**src/hdl/aib_pkg.sv**
```systemverilog
// Constants and types of the analog interface bus bridge
package aib_pkg;

    localparam int CLK_PERIOD_NS  = 8;
    localparam int CONV_TIME_NS   = 350;
    localparam int CONV_CYCLES    = (CONV_TIME_NS + CLK_PERIOD_NS - 1)
                                    / CLK_PERIOD_NS;
    localparam int CLK_LOSS_NS    = 1000;
    localparam int CLK_LOSS_CYCLES = CLK_LOSS_NS / CLK_PERIOD_NS;

    localparam int NUM_REQ        = 4;
    localparam int NUM_TRIG       = 8;
    localparam int NUM_SRC        = 22;
    localparam int NUM_CHAN       = 16;
    localparam int NUM_DMA_TRIG   = 4;
    localparam int RES_W          = 12;
    localparam int ADDR_W         = 12;
    localparam int DATA_W         = 16;

    // Requester numbering
    localparam logic [1:0] REQ_MASTER_CPU  = 2'h0;
    localparam logic [1:0] REQ_MASTER_DMA  = 2'h1;
    localparam logic [1:0] REQ_CONTROL_CPU = 2'h2;
    localparam logic [1:0] REQ_CONTROL_DMA = 2'h3;

    // Word address map
    localparam logic [11:0] ADR_RES1_BASE   = 12'h000;
    localparam logic [11:0] ADR_RES2_BASE   = 12'h010;
    localparam logic [11:0] ADR_TRIG_SEL    = 12'h020;
    localparam logic [11:0] ADR_CFG1_BASE   = 12'h028;
    localparam logic [11:0] ADR_CFG2_BASE   = 12'h030;
    localparam logic [11:0] ADR_CTRL_STATUS = 12'h038;
    localparam logic [11:0] ADR_MSTR_STATUS = 12'h039;

    // Field layouts
    localparam int CFG_CHAN_LSB   = 0;
    localparam int CFG_SIMUL_BIT  = 4;
    localparam int SEL_W          = 5;
    localparam int CFG_W          = 5;
    localparam int ST_POWER_BIT   = 0;
    localparam int ST_CLOCK_BIT   = 1;
    localparam int ST_BUS_BIT     = 2;
    localparam int ST_TRIG_BIT    = 3;
    localparam int ST_INT_BIT     = 4;

    // Reset values
    localparam logic [4:0] SEL_RESET = 5'h1f;
    localparam logic [4:0] CFG_RESET = 5'h00;

    typedef enum logic [1:0] {
        ST_IDLE   = 2'b01,
        ST_ACCESS = 2'b10
    } aib_state_type;

    typedef struct packed {
        logic              valid;
        logic              write;
        logic [ADDR_W-1:0] addr;
        logic [DATA_W-1:0] wdata;
    } aib_req_type;

    typedef struct packed {
        logic              done;
        logic              refused;
        logic [DATA_W-1:0] rdata;
    } aib_rsp_type;

endpackage

```
**src/hdl/aib_bridge.sv**
```systemverilog
// Analog interface bus bridge: arbiter, trigger routing, converters
//
// What this block does
// - Converter results may be read by the CPU and DMA of both sides.
// - All other analog registers are reachable only by the control CPU, except the master status word, read only by the master CPU.
// - Control CPU and control DMA enter on separate request ports.
// - One arbiter serves a single bus cycle at a time from all sides.
// - Control-side start sources are routed onto eight shared triggers.
// - Same-numbered end flags of both converters are ANDed to interrupts.
// - All eight interrupts go to the expander, four also to control DMA.
// - Each converter stores a 12-bit value of its channel as a result.
// - Sixteen channels per converter, low eight on unit A, high on B.
// - A simultaneous request samples one channel on A and one on B at once.
// - Pending requests in a converter are converted one after another.
// - A conversion starts only on a trigger from the control side.
// - End of conversion is flagged only once its results are stored.
// - Eight select registers each choose one of 22 start sources.
// - Up to four pending bus cycles are held by the arbiter at once.
// - Each side has a status word: power, clock, bus, trigger, interrupt.
`timescale 1ns/1ns
`default_nettype none
module aib_bridge
    import aib_pkg::*;
(
    input  wire logic                            clock,
    input  wire logic                            reset,
    input  wire aib_req_type [NUM_REQ-1:0]       bus_req,
    output aib_rsp_type [NUM_REQ-1:0]            bus_rsp,
    input  wire logic [NUM_SRC-1:0]              soc_source,
    input  wire logic [NUM_CHAN-1:0][RES_W-1:0]  first_converter_level,
    input  wire logic [NUM_CHAN-1:0][RES_W-1:0]  second_converter_level,
    input  wire logic                            analog_powered,
    input  wire logic                            analog_system_clock,
    output logic [NUM_TRIG-1:0]                  master_eoc_irq,
    output logic [NUM_TRIG-1:0]                  peripheral_interrupt_expander,
    output logic [NUM_DMA_TRIG-1:0]              control_dma_trigger
);

    ////////////////////////////////////////////////////////////////////////
    // Access rights
    function automatic logic access_ok(input logic [1:0] who,
                                       input logic [ADDR_W-1:0] adr,
                                       input logic wr);
        logic is_result;
        logic is_ctrl;
        is_result = (adr < ADR_TRIG_SEL);
        is_ctrl   = (adr >= ADR_TRIG_SEL) && (adr <= ADR_CTRL_STATUS);
        if (is_result) begin
            access_ok = !wr;
        end else if (adr == ADR_MSTR_STATUS) begin
            access_ok = !wr && (who == REQ_MASTER_CPU);
        end else begin
            access_ok = is_ctrl && (who == REQ_CONTROL_CPU)
                        && !(wr && adr == ADR_CTRL_STATUS);
        end
    endfunction

    function automatic logic [1:0] rr_pick(input logic [NUM_REQ-1:0] pend,
                                           input logic [1:0] last);
        logic [1:0] idx;
        rr_pick = last;
        for (int i = NUM_REQ; i >= 1; i--) begin
            idx = last + 2'(i);
            if (pend[idx]) begin
                rr_pick = idx;
            end
        end
    endfunction

    ////////////////////////////////////////////////////////////////////////
    // Storage
    aib_state_type                    state_ff;
    logic [1:0]                       owner_ff;
    logic [1:0]                       last_ff;
    logic                             ok_ff;
    logic [DATA_W-1:0]                rdata_ff;
    logic [NUM_TRIG-1:0][SEL_W-1:0]   sel_ff;
    logic [1:0][NUM_TRIG-1:0][CFG_W-1:0] cfg_ff;
    logic [1:0][NUM_CHAN-1:0][RES_W-1:0] result_ff;
    logic [1:0][NUM_TRIG-1:0]         pend_ff;
    logic [1:0][NUM_TRIG-1:0]         eoc_ff;
    logic [1:0]                       busy_ff;
    logic [1:0][2:0]                  cur_ff;
    logic [1:0][7:0]                  cnt_ff;
    logic [1:0][RES_W-1:0]            samp_a_ff;
    logic [1:0][RES_W-1:0]            samp_b_ff;
    logic [1:0]                       simul_ff;
    logic [1:0]                       onb_ff;
    logic [NUM_SRC-1:0]               src_ff;
    logic [NUM_TRIG-1:0]              and_ff;
    logic [2:0]                       aclk_sync_ff;
    logic [7:0]                       aclk_cnt_ff;
    logic [1:0]                       refused_ff;
    logic [1:0]                       overrun_ff;

    logic [NUM_REQ-1:0]               pending;
    logic [1:0]                       winner;
    aib_req_type                      cur_req;
    aib_req_type                      own_req;
    logic [DATA_W-1:0]                rd_value;
    logic [NUM_TRIG-1:0]              trig_fire;
    logic [NUM_SRC-1:0]               src_rise;
    logic                             clk_present;
    logic [DATA_W-1:0]                status_word;
    logic                             acc_ok;

    ////////////////////////////////////////////////////////////////////////
    // Arbiter
    always_comb begin
        for (int i = 0; i < NUM_REQ; i++) begin
            pending[i] = bus_req[i].valid;
        end
    end

    assign winner  = rr_pick(pending, last_ff);
    assign cur_req = bus_req[winner];
    assign own_req = bus_req[owner_ff];
    assign acc_ok  = access_ok(winner, cur_req.addr, cur_req.write);

    always_ff @(posedge clock) begin
        if (reset) begin
            state_ff <= ST_IDLE;
            owner_ff <= 2'h0;
            last_ff  <= 2'h3;
            ok_ff    <= 1'b0;
            rdata_ff <= 16'h0000;
        end else begin
            unique case (state_ff)
                ST_IDLE: begin
                    if (|pending) begin
                        state_ff <= ST_ACCESS;
                        owner_ff <= winner;
                        last_ff  <= winner;
                        ok_ff    <= acc_ok;
                        rdata_ff <= acc_ok ? rd_value : 16'h0000;
                    end
                end
                ST_ACCESS: begin
                    state_ff <= ST_IDLE;
                end
            endcase
        end
    end

    always_comb begin
        for (int i = 0; i < NUM_REQ; i++) begin
            bus_rsp[i].done    = (state_ff == ST_ACCESS)
                                 && (owner_ff == 2'(i));
            bus_rsp[i].refused = bus_rsp[i].done && !ok_ff;
            bus_rsp[i].rdata   = rdata_ff;
        end
    end

    ////////////////////////////////////////////////////////////////////////
    // Register read decode
    always_comb begin
        logic [ADDR_W-1:0] a;
        a = cur_req.addr;
        rd_value = 16'h0000;
        if (a < ADR_RES2_BASE) begin
            rd_value = {4'h0, result_ff[0][a[3:0]]};
        end else if (a < ADR_TRIG_SEL) begin
            rd_value = {4'h0, result_ff[1][a[3:0]]};
        end else if (a < ADR_CFG1_BASE) begin
            rd_value = {11'h000, sel_ff[a[2:0]]};
        end else if (a < ADR_CFG2_BASE) begin
            rd_value = {11'h000, cfg_ff[0][a[2:0]]};
        end else if (a < ADR_CTRL_STATUS) begin
            rd_value = {11'h000, cfg_ff[1][a[2:0]]};
        end else begin
            rd_value = status_word;
        end
    end

    // Writes land in the access cycle
    always_ff @(posedge clock) begin
        if (reset) begin
            for (int k = 0; k < NUM_TRIG; k++) begin
                sel_ff[k]    <= SEL_RESET;
                cfg_ff[0][k] <= CFG_RESET;
                cfg_ff[1][k] <= CFG_RESET;
            end
        end else if (state_ff == ST_ACCESS && ok_ff && own_req.write) begin
            if (own_req.addr < ADR_CFG1_BASE) begin
                sel_ff[own_req.addr[2:0]] <= own_req.wdata[SEL_W-1:0];
            end else if (own_req.addr < ADR_CFG2_BASE) begin
                cfg_ff[0][own_req.addr[2:0]] <= own_req.wdata[CFG_W-1:0];
            end else begin
                cfg_ff[1][own_req.addr[2:0]] <= own_req.wdata[CFG_W-1:0];
            end
        end
    end

    ////////////////////////////////////////////////////////////////////////
    // Trigger routing
    always_ff @(posedge clock) begin
        if (reset) begin
            src_ff <= '0;
        end else begin
            src_ff <= soc_source;
        end
    end

    assign src_rise = soc_source & ~src_ff;

    always_comb begin
        for (int k = 0; k < NUM_TRIG; k++) begin
            trig_fire[k] = (sel_ff[k] < 5'(NUM_SRC))
                           && src_rise[sel_ff[k]];
        end
    end

    ////////////////////////////////////////////////////////////////////////
    // Converters
    always_ff @(posedge clock) begin
        if (reset) begin
            pend_ff   <= '0;
            eoc_ff    <= '0;
            busy_ff   <= 2'b00;
            cur_ff    <= '0;
            cnt_ff    <= '0;
            samp_a_ff <= '0;
            samp_b_ff <= '0;
            simul_ff  <= 2'b00;
            onb_ff    <= 2'b00;
            result_ff <= '0;
        end else begin
            for (int c = 0; c < 2; c++) begin
                logic [3:0] ch;
                logic [2:0] nxt_k;
                logic       found;
                ch    = 4'h0;
                nxt_k = 3'h0;
                found = 1'b0;
                for (int k = NUM_TRIG - 1; k >= 0; k--) begin
                    if (pend_ff[c][k]) begin
                        nxt_k = 3'(k);
                        found = 1'b1;
                    end
                end
                ch = cfg_ff[c][nxt_k][CFG_CHAN_LSB +: 4];
                if (!busy_ff[c]) begin
                    if (found) begin
                        busy_ff[c]  <= 1'b1;
                        cur_ff[c]   <= nxt_k;
                        cnt_ff[c]   <= 8'(CONV_CYCLES);
                        simul_ff[c] <= cfg_ff[c][nxt_k][CFG_SIMUL_BIT];
                        onb_ff[c]   <= ch[3];
                        samp_a_ff[c] <= (c == 0)
                            ? first_converter_level[{1'b0, ch[2:0]}]
                            : second_converter_level[{1'b0, ch[2:0]}];
                        samp_b_ff[c] <= (c == 0)
                            ? first_converter_level[{1'b1, ch[2:0]}]
                            : second_converter_level[{1'b1, ch[2:0]}];
                        pend_ff[c][nxt_k] <= 1'b0;
                    end
                end else if (cnt_ff[c] == 8'h01) begin
                    busy_ff[c] <= 1'b0;
                    result_ff[c][{1'b0, cur_ff[c]}] <=
                        onb_ff[c] && !simul_ff[c]
                        ? samp_b_ff[c] : samp_a_ff[c];
                    if (simul_ff[c]) begin
                        result_ff[c][{1'b1, cur_ff[c]}] <= samp_b_ff[c];
                    end
                    eoc_ff[c][cur_ff[c]] <= 1'b1;
                end else begin
                    cnt_ff[c] <= cnt_ff[c] - 8'h01;
                end
                for (int k = 0; k < NUM_TRIG; k++) begin
                    if (trig_fire[k]) begin
                        pend_ff[c][k] <= 1'b1;
                        if (!(busy_ff[c] && cnt_ff[c] == 8'h01
                              && cur_ff[c] == 3'(k))) begin
                            eoc_ff[c][k] <= 1'b0;
                        end
                    end
                end
            end
        end
    end

    ////////////////////////////////////////////////////////////////////////
    // End of conversion interrupts
    always_ff @(posedge clock) begin
        if (reset) begin
            and_ff                        <= '0;
            master_eoc_irq                <= '0;
            peripheral_interrupt_expander <= '0;
            control_dma_trigger           <= '0;
        end else begin
            and_ff <= eoc_ff[0] & eoc_ff[1];
            master_eoc_irq <= eoc_ff[0] & eoc_ff[1] & ~and_ff;
            peripheral_interrupt_expander <= eoc_ff[0] & eoc_ff[1]
                                             & ~and_ff;
            control_dma_trigger <= eoc_ff[0][NUM_DMA_TRIG-1:0]
                                   & eoc_ff[1][NUM_DMA_TRIG-1:0]
                                   & ~and_ff[NUM_DMA_TRIG-1:0];
        end
    end

    ////////////////////////////////////////////////////////////////////////
    // Link status
    always_ff @(posedge clock) begin
        if (reset) begin
            aclk_sync_ff <= 3'h0;
            aclk_cnt_ff  <= 8'h00;
        end else begin
            aclk_sync_ff <= {aclk_sync_ff[1:0], analog_system_clock};
            if (aclk_sync_ff[2] != aclk_sync_ff[1]) begin
                aclk_cnt_ff <= 8'h00;
            end else if (aclk_cnt_ff != 8'(CLK_LOSS_CYCLES)) begin
                aclk_cnt_ff <= aclk_cnt_ff + 8'h01;
            end
        end
    end

    assign clk_present = (aclk_cnt_ff != 8'(CLK_LOSS_CYCLES));

    // Sticky faults per side, index 0 master, 1 control; set wins
    always_ff @(posedge clock) begin
        if (reset) begin
            refused_ff <= 2'b00;
            overrun_ff <= 2'b00;
        end else begin
            for (int s = 0; s < 2; s++) begin
                logic rd_clr;
                logic ref_set;
                logic ovr_set;
                rd_clr  = (state_ff == ST_IDLE) && (|pending) && acc_ok
                          && !cur_req.write
                          && (cur_req.addr == (s == 1 ? ADR_CTRL_STATUS
                                                      : ADR_MSTR_STATUS));
                ref_set = (state_ff == ST_ACCESS) && !ok_ff
                          && (owner_ff[1] == 1'(s));
                ovr_set = |(trig_fire & (pend_ff[0] | pend_ff[1]));
                if (ref_set) begin
                    refused_ff[s] <= 1'b1;
                end else if (rd_clr) begin
                    refused_ff[s] <= 1'b0;
                end
                if (ovr_set) begin
                    overrun_ff[s] <= 1'b1;
                end else if (rd_clr) begin
                    overrun_ff[s] <= 1'b0;
                end
            end
        end
    end

    always_comb begin
        logic s;
        s = (cur_req.addr == ADR_CTRL_STATUS);
        status_word = 16'h0000;
        status_word[ST_POWER_BIT] = analog_powered;
        status_word[ST_CLOCK_BIT] = clk_present;
        status_word[ST_BUS_BIT]   = !refused_ff[s];
        status_word[ST_TRIG_BIT]  = !overrun_ff[s];
        status_word[ST_INT_BIT]   = clk_present && analog_powered;
    end

endmodule
`default_nettype wire

```
**config.mk**
```make
export PLATFORM = sky130hd
export DESIGN_NAME = aib_bridge
export DESIGN_NICKNAME = d
export VERILOG_FILES = /design/src/hdl/aib_pkg.sv /design/src/hdl/aib_bridge.sv
export SDC_FILE = /design/constraint.sdc
export NUM_CORES = 2
export LEC_CHECK = 0
export ABC_AREA = 1
export BUFFER_PORTS_ARGS = -buffer_cell sky130_fd_sc_hd__buf_2
export CORE_MARGIN = 2
export CORE_UTILIZATION = 60
export DETAILED_ROUTE_END_ITERATION = 6
export PLACE_DENSITY = 0.84
export SLEW_MARGIN = 40
export SYNTH_ARGS = -nofsm -noshare
export SYNTH_HDL_FRONTEND = slang
export SYNTH_SLANG_ARGS = --single-unit
```
**constraint.sdc**
```tcl
create_clock -name clock -period 6.3 [get_ports clock]
set_input_delay 1.26 -clock clock [delete_from_list [all_inputs] [get_ports clock]]
set_output_delay 1.26 -clock clock [all_outputs]
set_load 0.05 [all_outputs]
```
==> reports/results.ini <==
[run_status]
status = finished, violations left
violations = DRC

[critical_path]
path_common_cell = nor2_1
startpoint = bus_req[119]
worstPathMaxFanout = 66
cp-start-kind = input pin
required_ns = 6.74
critPathKind = input pin to register
crit_arrival_ns = 5.06
slowest_stage = nand2_8
r2r_start = last_ff[0]
crit_chain = buf_2, inv_1, o21ai_1, nand2_1, nand2_2, nand2_4, nand2_2, nand2_4, nand2_4, nand2_1, nand3_2, nand2_8, clkinv_2, buf_12, nand2_1, nand3_1, nand3_1, nand2_1, nor2_1, nor2_1, nor2_1, nor2_1, nor2_1, nor2_1
max_stage_delay_ns = 0.41
end_kind = register

[clock_tree]
clock_path_buffers = 3
clkTransAtPathRegs_ns = 0.06
cts_resized = 0
clk_latency_ns = 0.62
clock_sinks = 684
cts_tree = done
htree_levels = 3
cts-root-buf = clkbuf_16
cts_setup_buffers = 0
cts_hold_buf = 0
cts_buffers = 72

[global_routing]
grt_max_degree = 176
antenna_found_initial = 4
grt_use_total = 0.368
grt_pass1_wl_mm = 191
grt_pass1_vias = 35900
grt-ovfl-total = 0

[power_and_ir_drop]
leakagePower_nw = 17.6
max-vdd-ir-drop_mv = 0.306
power_density_nw_per_um2 = 293

[yosys]
synth_most_common_cell = nand2_1
postSynthAreaPerCell_um2 = 6.52
synth-seq-cells = 684
yosysTopAreaCellShare = 0.366
syn-cell-area_um2 = 37400
ys_warn_count = 0
synth_flop_cell = dfxtp_1
synth_cell_types = 51
postSynthCellCount = 5741
yosys.area.top_type = dfxtp_1
synth_common_cells = 983 x nand2_1, 775 x a21oi_1, 706 x o21ai_0
synth_async_sr_flop_share = 0
yosysSeqAreaShare = 0.366
synth_top_cells_by_area = dfxtp_1 37%, a21oi_1 10%, nand2_1 9.9%
synth-edff-count = 0

[floorplan]
fp.dieH_um = 254
die_w_um = 254
io_pins = 622
die-area_um2 = 64400
rows = 91
start_util = 0.607
fp.coreArea_um2 = 61700

[drt]
ant_nets = 0
drtIter0Drc = 5380
wl_per_cell_um = 18.0
drcViolationCount = 3
vias_per_cell = 5.87
dr.pass1.iters = 7
via_count = 40500
wirelength_mm = 124

[final_layout]
area_growth_pct = 13.1
fill_cells = 5464
seq_area_um2 = 13700
drive_gt1_frac = 0.140
final_core_util = 0.686
multiInputGateArea_um2 = 19000
antennaDiodeCount = 0
nNetsFinal = 6546

[place]
port_buffers = 561
routabilityCongestion = 0.995
hpwl_mm = 81.8
place_ws_ns = 1.34

[timing]
fin_crit_sh = 0.733
finalHoldViolCount = 0
slew_violations = 0
fin_tns_setup_ns = 0
max_freq_mhz = 217
min_period_ns = 4.62
holdWs_ns = 0.412
tightest_slew_ns = 0.913
relSlewSlack = 0.387
finalSetupViolCount = 0
rsz0062_at_grt = false
fin_skew_ns = 0.0389
fin_ws_ns = 1.68

[worst_hold_path]
hp-class = register to register
min_from = and_ff[0]

[run]
cap_violations = 0

-- cells by family (layout without fill, tap and decap cells) --
group                    Yosys count  after routing  synth area share
adder cells (fa/ha/maj)            6              6           0.00201
AND/OR/NAND/NOR                 2026           2026             0.230
buffers and inverters           1175           1482             0.130
other                              1             16          0.000100
XOR/XNOR                           4              4          0.000936
multiplexers                      12             12           0.00361
flip-flops                       684            684             0.366
AO/OA/AOI/OAI                   1833           1833             0.267
-- worst max-delay path, delay by kind of cell --
kind            cells  cell delay, ns
simple gates       19            2.94
buf+inv             4            0.64
compound gates      1            0.09
-- area by class of cell --
| class | instances | share of cell area |
|---|---|---|
| multi-input cells | 3897 | 0.449 |
| flip-flops and latches | 684 | 0.323 |
| repair buffers | 639 | 0.0836 |
| inverters | 716 | 0.0638 |
| clock buffers | 102 | 0.0493 |
| well taps | 837 | 0.0247 |
| clock inverters | 25 | 0.00656 |
-- worst paths after layout --
| check | endpoint | slack [ns] | depth (start not counted) |
|---|---|---|---|
| setup reg to reg | rdata_ff[10] | 1.77 | 24 |
| hold reg to reg | peripheral_interrupt_expander[0] | 0.41 | 1 |
| setup / recovery | rdata_ff[10] | 1.68 | 24 |
| hold / removal | peripheral_interrupt_expander[0] | 0.41 | 1 |
-- metal layers --
layer	vias to the layer above	wire [µm]	global-route usage
li1	19600	-	-
met5	-	42	0
met4	8	6200	0.185
met3	410	14200	0.0704
met1	18100	49300	0.493
met2	2350	54700	0.567
-- flip-flops by register name, indices dropped and copies added, names as in the netlist, 3 cells and up --
| name | count |
|---|---|
| and_ff | 8 |
| samp_a_ff | 24 |
| sel_ff | 40 |
| cfg_ff | 80 |
| cnt_ff | 16 |
| src_ff | 22 |
| peripheral_interrupt_expander | 8 |
| rdata_ff | 12 |
| result_ff | 384 |
| samp_b_ff | 24 |
| aclk_cnt_ff | 8 |
| cur_ff | 6 |
| aclk_sync_ff | 3 |
| eoc_ff | 16 |
| pend_ff | 16 |
-- stage by stage --
stage	power (mW)	cell area, µm²	std cells
2_1_floorplan	6.86	37500	5756
3_3_place_gp	7.98	39900	6769
3_5_place_dp	8.01	40000	6771
4_1_cts	12.3	42300	6898
5_1_grt	12.8	42400	6900
6_report	12.4	42400	6900
-- cells in the final DEF, fill, tap and decap left out, types with 74 or more instances in the layout --
cell       instances
a21oi_1          773
buf_2            560
clkbuf_16         74
dfxtp_1          684
inv_1            679
nand2_1          978
nand3_1          527
nor2_1           370
o211ai_1         134
o21ai_0          706
-- report_power, final --
group          internal, mW  leakage (nW)  total, mW  switching, mW
Clock                  2.52          1.17       4.31           1.79
Combinational          1.04          11.0       3.74           2.69
Sequential             4.34          5.52       4.35         0.0135
Total                  7.90          17.6       12.4           4.50
No activity file was read; power rests on OpenSTA's default activity.
